<file path="src/core/lk_regs.svh">
// register map, field positions, reset values and limits of the lock-in core
`ifndef LK_REGS_SVH
`define LK_REGS_SVH
`define LK_OFF_CTRL      5'h00
`define LK_OFF_FREQ      5'h04
`define LK_OFF_PHASE     5'h08
`define LK_OFF_HARM      5'h0C
`define LK_OFF_STATUS    5'h10
`define LK_OFF_PLLINC    5'h14
`define LK_CTRL_EXT      0
`define LK_CTRL_TRIG_LO  1
`define LK_CTRL_TRIG_HI  2
`define LK_RST_FREQ      32'h0006_8DB9
`define LK_RST_HARM      7'h01
`define LK_FULL_BE       4'hF
`define LK_SAMPLE_HZ     10000000
`define LK_FMAX_HZ       500000
`define LK_MAX_INC       32'h0CCC_CCCC
`define LK_MDEG_MAX      19'h57E3F
`define LK_MDEG_K        30'h2E9A_76F7
`define LK_MDEG_RND      49'h0_0000_0000_8000
`define LK_QUARTER       32'h4000_0000
`define LK_PLL_SHIFT    6
`define LK_LOCK_TOL      32'h0100_0000
`define LK_SIN_HALF      30'h0000_8000
`define LK_SIN_MAX       17'h07FFF
`endif

</file>
<file path="src/core/lk_pkg.sv">
// types shared by the lock-in reference and detector core
package lk_pkg;
   typedef enum logic [1:0] {
      LK_TRIG_SINE = 2'b00,
      LK_TRIG_RISE = 2'b01,
      LK_TRIG_FALL = 2'b10
   } lk_trig_t;
   typedef struct packed {
      logic                valid;
      logic signed [31:0] x;
      logic signed [31:0] y;
   } lk_psd_t;
   typedef struct packed {
      logic               valid;
      logic signed [15:0] data;
   } lk_adc_t;
endpackage

</file>
<file path="src/core/lk_core.sv">
// reference oscillator, digital pll and dual phase-sensitive detector
`timescale 1ns/10ps
`include "lk_regs.svh"
module lk_core
   import lk_pkg::*;
#(
   parameter int HARM_MAX = 99
) (
   input  wire logic        core_clk_in,
   input  wire logic        rst_in,
   input  wire logic [4:0]  avs_address_in,
   input  wire logic        avs_read_in,
   input  wire logic        avs_write_in,
   input  wire logic [31:0] avs_writedata_in,
   input  wire logic [3:0]  avs_byteenable_in,
   output logic      [31:0] avs_readdata_out,
   output logic             avs_waitrequest_out,
   input  wire logic        ref_pin_in,
   input  wire lk_adc_t     adc_in,
   output logic signed [15:0] sine_out,
   output logic             sync_out,
   output lk_psd_t          psd_out
);
   generate
      if (HARM_MAX < 1 || HARM_MAX > 127) begin : g_bad_harm
         $error("HARM_MAX must lie in 1..127");
      end
   endgenerate

   localparam logic [6:0] HARM_TOP = 7'(HARM_MAX);

   // sine by two parabolic half cycles; cheap, no table storage
   function automatic logic signed [15:0] sine_of(input logic [31:0] ph);
      logic [29:0] u;
      logic [29:0] p;
      logic [16:0] m;
      logic [14:0] mag;
      u = {15'h0, ph[30:16]};
      p = 30'(u * (`LK_SIN_HALF - u));
      m = p[29:13];
      mag = (m > `LK_SIN_MAX) ? 15'h7FFF : m[14:0];
      return ph[31] ? -$signed({1'b0, mag}) : $signed({1'b0, mag});
   endfunction

   // bus slave: one wait state per access
   logic        ack_q;
   logic        req;
   logic        wr_en;
   logic [31:0] readdata_q;
   assign req = avs_read_in | avs_write_in;
   assign avs_waitrequest_out = req & ~ack_q;
   assign wr_en = avs_write_in & ack_q &
                  (avs_byteenable_in == `LK_FULL_BE);
   assign avs_readdata_out = readdata_q;

   always_ff @(posedge core_clk_in or posedge rst_in) begin
      if (rst_in) begin
         ack_q <= 1'b0;
      end else begin
         ack_q <= req & ~ack_q;
      end
   end

   // control registers
   logic        ext_q;
   lk_trig_t    trig_q;
   logic [31:0] freq_q;
   logic [18:0] mdeg_q;
   logic [6:0]  harm_q;
   logic [31:0] pll_inc_q;
   logic        locked_q;
   logic        armed_q;
   logic [31:0] eff_inc;
   logic [38:0] harm_chk;

   assign eff_inc = ext_q ? pll_inc_q : freq_q;
   assign harm_chk = 39'(avs_writedata_in[6:0]) * 39'(eff_inc);

   always_ff @(posedge core_clk_in or posedge rst_in) begin
      if (rst_in) begin
         ext_q  <= 1'b0;
         trig_q <= LK_TRIG_SINE;
         freq_q <= `LK_RST_FREQ;
         mdeg_q <= '0;
         harm_q <= `LK_RST_HARM;
      end else if (wr_en) begin
         unique case (avs_address_in)
            `LK_OFF_CTRL: begin
               ext_q <= avs_writedata_in[`LK_CTRL_EXT];
               if (avs_writedata_in[`LK_CTRL_TRIG_HI:`LK_CTRL_TRIG_LO]
                   != 2'b11) begin
                  trig_q <= lk_trig_t'(avs_writedata_in
                            [`LK_CTRL_TRIG_HI:`LK_CTRL_TRIG_LO]);
               end
            end
            `LK_OFF_FREQ: begin
               if (avs_writedata_in <= `LK_MAX_INC) begin
                  freq_q <= avs_writedata_in;
               end
            end
            `LK_OFF_PHASE: begin
               if (avs_writedata_in <= 32'(`LK_MDEG_MAX)) begin
                  mdeg_q <= avs_writedata_in[18:0];
               end
            end
            `LK_OFF_HARM: begin
               if (avs_writedata_in[31:7] == '0 &&
                   avs_writedata_in[6:0] != 7'h00 &&
                   avs_writedata_in[6:0] <= HARM_TOP &&
                   harm_chk <= 39'(`LK_MAX_INC)) begin
                  harm_q <= avs_writedata_in[6:0];
               end
            end
            default: begin
            end
         endcase
      end
   end

   always_ff @(posedge core_clk_in or posedge rst_in) begin
      if (rst_in) begin
         readdata_q <= '0;
      end else if (avs_read_in & ~ack_q) begin
         unique case (avs_address_in)
            `LK_OFF_CTRL:   readdata_q <= {29'h0, trig_q, ext_q};
            `LK_OFF_FREQ:   readdata_q <= freq_q;
            `LK_OFF_PHASE:  readdata_q <= {13'h0, mdeg_q};
            `LK_OFF_HARM:   readdata_q <= {25'h0, harm_q};
            `LK_OFF_STATUS: readdata_q <= {30'h0, ext_q, locked_q};
            `LK_OFF_PLLINC: readdata_q <= pll_inc_q;
            default:        readdata_q <= '0;
         endcase
      end
   end

   // reference pin synchroniser, then edge detect on the second stage
   logic ref_s1_q;
   logic ref_s2_q;
   logic ref_s3_q;
   logic rise;
   logic fall;
   logic trig_evt;

   always_ff @(posedge core_clk_in or posedge rst_in) begin
      if (rst_in) begin
         ref_s1_q <= 1'b0;
         ref_s2_q <= 1'b0;
         ref_s3_q <= 1'b0;
      end else begin
         ref_s1_q <= ref_pin_in;
         ref_s2_q <= ref_s1_q;
         ref_s3_q <= ref_s2_q;
      end
   end

   assign rise = ref_s2_q & ~ref_s3_q;
   assign fall = ~ref_s2_q & ref_s3_q;
   // sine mode sees the comparator output; its rise is the + crossing
   assign trig_evt = ext_q & ((trig_q == LK_TRIG_FALL) ? fall : rise);

   // oscillator phase accumulator, advanced once per adc sample
   logic [31:0]        acc_q;
   logic signed [31:0] err;
   assign err = $signed(acc_q);

   always_ff @(posedge core_clk_in or posedge rst_in) begin
      if (rst_in) begin
         acc_q <= '0;
      end else if (trig_evt) begin
         acc_q <= '0;
      end else if (adc_in.valid) begin
         acc_q <= acc_q + eff_inc;
      end
   end

   // loop: phase error at each edge after the first trims the increment
   // hard zero at the edge costs a little jitter, internal mode has none
   logic signed [31:0] pll_step;
   logic signed [32:0] pll_next;
   assign pll_step = err >>> `LK_PLL_SHIFT;
   assign pll_next = $signed({1'b0, pll_inc_q}) - 33'(pll_step);

   always_ff @(posedge core_clk_in or posedge rst_in) begin
      if (rst_in) begin
         pll_inc_q <= `LK_RST_FREQ;
         locked_q  <= 1'b0;
         armed_q   <= 1'b0;
      end else if (trig_evt) begin
         armed_q <= 1'b1;
         // first edge after entry only aligns phase
         // its error says nothing about the rate, so no trim
         if (armed_q && pll_next < 0) begin
            pll_inc_q <= '0;
         end else if (armed_q &&
                      pll_next > $signed({1'b0, `LK_MAX_INC})) begin
            pll_inc_q <= `LK_MAX_INC;
         end else if (armed_q) begin
            pll_inc_q <= pll_next[31:0];
         end
         locked_q <= armed_q &&
                     (err < $signed(`LK_LOCK_TOL)) &&
                     (err > -$signed(`LK_LOCK_TOL));
      end else if (!ext_q) begin
         // loop rests on the programmed rate so entry starts near lock
         pll_inc_q <= freq_q;
         armed_q   <= 1'b0;
         locked_q  <= 1'b0;
      end
   end

   // detector references: scaled phase plus rounded offset words
   logic [48:0] off_prod;
   logic [31:0] off_word;
   logic [31:0] harm_ph;
   logic [31:0] ref_ph [2];
   logic signed [15:0] ref_sin [2];

   // round to nearest, so 90 degrees gives exactly a quarter turn
   assign off_prod = 49'(mdeg_q) * 49'(`LK_MDEG_K) + `LK_MDEG_RND;
   assign off_word = off_prod[47:16];
   assign harm_ph = 32'(acc_q * harm_q);
   assign ref_ph[0] = harm_ph + off_word;
   assign ref_ph[1] = harm_ph + off_word + `LK_QUARTER;

   genvar ch;
   generate
      for (ch = 0; ch < 2; ch++) begin : g_ref
         assign ref_sin[ch] = sine_of(ref_ph[ch]);
      end
   endgenerate

   // oscillator outputs stay at the fundamental
   always_ff @(posedge core_clk_in or posedge rst_in) begin
      if (rst_in) begin
         sine_out <= '0;
         sync_out <= 1'b0;
      end else begin
         sine_out <= sine_of(acc_q);
         sync_out <= ~acc_q[31];
      end
   end

   // products: one multiply per sample per channel
   always_ff @(posedge core_clk_in or posedge rst_in) begin
      if (rst_in) begin
         psd_out <= '0;
      end else begin
         psd_out.valid <= adc_in.valid;
         if (adc_in.valid) begin
            psd_out.x <= adc_in.data * ref_sin[0];
            psd_out.y <= adc_in.data * ref_sin[1];
         end
      end
   end
endmodule

</file>
<file path="config.mk">
export PLATFORM = sky130hd
export DESIGN_NAME = lk_core
export DESIGN_NICKNAME = d
export VERILOG_FILES = /design/src/core/lk_pkg.sv /design/src/core/lk_core.sv
export VERILOG_INCLUDE_DIRS = /design/src /design/src/core
export SDC_FILE = /design/constraint.sdc
export NUM_CORES = 2
export LEC_CHECK = 0
export BUFFER_PORTS_ARGS = -buffer_cell sky130_fd_sc_hd__buf_2
export CELL_PAD_IN_SITES_DETAIL_PLACEMENT = 0
export CELL_PAD_IN_SITES_GLOBAL_PLACEMENT = 1
export CORE_MARGIN = 8
export CORE_UTILIZATION = 29
export DETAILED_ROUTE_END_ITERATION = 8
export GPL_ROUTABILITY_DRIVEN = 0
export PLACE_DENSITY_LB_ADDON = 0.1
export SYNTH_ARGS = -nofsm -noshare
export SYNTH_HDL_FRONTEND = slang
export SYNTH_SLANG_ARGS = --single-unit
</file>
<file path="constraint.sdc">
create_clock -name core_clk_in -period 34.3 [get_ports core_clk_in]
set_clock_uncertainty 0.1 [all_clocks]
set_input_delay 3.43 -clock core_clk_in [delete_from_list [all_inputs] [get_ports core_clk_in]]
set_output_delay 3.43 -clock core_clk_in [all_outputs]
set_load 0.02 [all_outputs]
</file>
==> flow_summary.yaml <==
status:
  status: "completed"
yosys:
  synth_area_leaders: "fa_1, ha_1, inv_1, dfrtp_1, nand2_1"
  ys.warnings.count: 0
  ys_seq_elements: 245
  synth-edff-count: 0
  synth_top_area_share_pct: 39.66
  ys_seq_area_share_pct: 8.006
  avgSynthCellArea_sq_um: 9.150
  synthCells: 8408
  yosysUniqueCellTypes: 103
  yosys.area.top_type: "fa_1"
  synth-main-ff-cell: "dfrtp_1"
  syn_area_sq_um: 76940
  synthArstFlopShare_pct: 100.0
place:
  place_hpwl_mm: 209.8
  post-place-cells: 11930
  port_buffers: 177
clock_network:
  ctsResizeCount: 0
  cts_buffers: 43
  cts_root_buf: "clkbuf_16"
  post_cts_buffers: 0
  holdBufCountCts: 0
  worstSkewPairLatency_ns: 0.67
  cts_tree: "built"
  clock_sinks: 245
  clockBufferDepth: 3
  h-tree-depth: 2
  cts.clk_slew.worst_paths_ns: 0.06
grt:
  antenna_found_initial: 6
  grt_pass1_vias: 61840
  grt_start_max_net_pins: 148
  overflow: 0
  grtUsageTotal_pct: 18.03
  grt.busiest_layer: "met2"
  met3_usage_pct: 1.542
  groute.layer.met1.usage_pct: 23.93
  use_met2_pct: 32.38
  grt_pass1_wl_mm: 392.1
drt:
  drtAntennaViolNets: 0
  via_per_inst: 4.648
  wl_mm: 251.8
  drtIter0Drc: 2406
  drc_errors: 0
  drtPass1Iterations: 5
  num_vias: 55870
  routedWlPerCell_microns: 20.95
run:
  max_cap_violations: 0
critical_path:
  cp_slowest_stage_delay_ns: 0.81
  path_common_cell: "fa_1"
  critPathMaxFanout: 29
  crit_buf_inv: 12
  critPathCaptureType: "register"
  critPathTopFamily: "adder cells"
  start_kind: "register"
  path_class: "reg2reg"
  required_ns: 34.75
  cp_data_arrival_time_ns: 29.42
  crit_slowest_cell: "xor2_1"
cells_and_area:
  finalNetCount: 10870
  fillCellCount: 27960
  instances_no_fill: 12020
  synthToLayoutAreaGrowth_pct: 8.297
  multiInputGateArea_sq_um: 62710
  drive_gt1_share_pct: 6.888
  final_common_cell: "inv_1"
  mostFrequentLayoutCells: "inv_1, fa_1, ha_1, nand2_1, nor2_1"
  ff_latch_area_sq_um: 6165
floorplan:
  dieArea_sq_um: 282000
  io_pins: 178
  die_y_microns: 531.1
  start_util_pct: 29.07
  core_area_sq_um: 264600
  die_w_microns: 531.1
  rows: 189
sta:
  worstMarginPinSlew_ns: 1.254
  fmax_mhz: 34.51
  finalHoldViolations: 0
  maxSlewViolCount: 0
  grt_setup_unrepaired: "false"
  maxSlewHeadroom_pct: 16.14
  finalCritPeriodShare_pct: 84.47
  period_minus_slack_ns: 28.97
  setup_viol: 0
  setup_tns_ns: 0
min_path:
  hp-class: "reg2reg"
-- routing by layer --
layer  vias to the layer above  share of wire (%)
met5                         -                  0
met4                         0                1.8
met3                       165                2.8
met2                       785                 50
met1                     28960                 45
li1                      25960                  -
-- layout make-up --
cell class | instances | share of cell area [%]
clock buffer | 61 | 1.457
timing repair buffer | 258 | 1.816
inverter | 1875 | 8.456
tap | 3533 | 5.306
multi-input combinational | 6022 | 75.27
sequential | 245 | 7.399
antenna | 7 | 0.02102
clock inverter | 18 | 0.2793
-- synthesized netlist by cell type, types with 80 or more instances --
master and count:
mux2_2 133, clkbuf_1 252, nor2_1 484, dfrtp_1 222, nand2b_1 193, xor2_1 80
a21o_1 105, and2_1 413, fa_1 1524, inv_1 1867, nor2b_1 80, nand2_1 736
o21ai_0 183, a21oi_1 236, xnor2_1 191, ha_1 842
-- final timing paths --
kind	from	endpoint	slack [ns]	cells after the start
worst max-delay path	mdeg_q[8]$_DFFE_PP0P_	psd_out[62]$_DFFE_PP0P_	5.33	91
worst min register to register	ref_s1_q$_DFF_PP0_	ref_s2_q$_DFF_PP0_	0.25	0
worst min-delay path	ref_s1_q$_DFF_PP0_	ref_s2_q$_DFF_PP0_	0.25	0
max in group asynchronous	rst_in	harm_q[3]$_DFFE_PP0P_	29.96	3
worst max register to register	mdeg_q[8]$_DFFE_PP0P_	psd_out[62]$_DFFE_PP0P_	5.33	91
min in group asynchronous	rst_in	mdeg_q[7]$_DFFE_PP0P_	2.71	2
-- stage by stage --
stage,instance area (sq um),util [%],worst slack [ns],hold WS (ns)
after CTS,83300,31.48,5.047,0.2544
after detailed placement,81850,30.93,5.166,0.2347
after global placement,81850,30.93,5.446,0.2323
after floorplan,77090,-,8.714,0.2312
final,83320,31.49,5.327,0.2545
after global routing,83310,31.48,3.672,0.2620
-- worst reg2reg max path, delay by kind of cell (launching register included) --
family | cells | cell delay (ns)
simple gates | 16 | 4.99
fa+ha+maj | 28 | 12.63
compound gates | 31 | 8.39
xor+xnor | 3 | 1.01
flops | 1 | 0.54
mux | 1 | 0.26
buf+inv | 12 | 0.91
-- cell families (layout without fill, tap and decap cells) --
kind of cell             Yosys count  count (layout)  share of synthesized area (%)
adder cells (fa/ha/maj)         2366            2366                          53.35
AND/OR/NAND/NOR                 2284            2284                          14.64
buffers and inverters           2181            2212                          10.73
AO/OA/AOI/OAI                    885             885                          7.619
XOR/XNOR                         279             279                          3.254
flip-flops                       245             245                          8.006
multiplexers                     166             166                          2.387
other                              2              49                       0.009761
-- sequential cells by signal, indices dropped and copies added, names as in the netlist, 2 cells and up --
name              flops
freq_q               32
psd_out              65
pll_inc_q            32
mdeg_q               19
avs_readdata_out     32
harm_q                7
sine_out             16
acc_q                32
trig_q                2
Power is left out: the tool's default activity adds up to more than one toggle a clock period on the data nets, which glitch-free logic cannot reach.
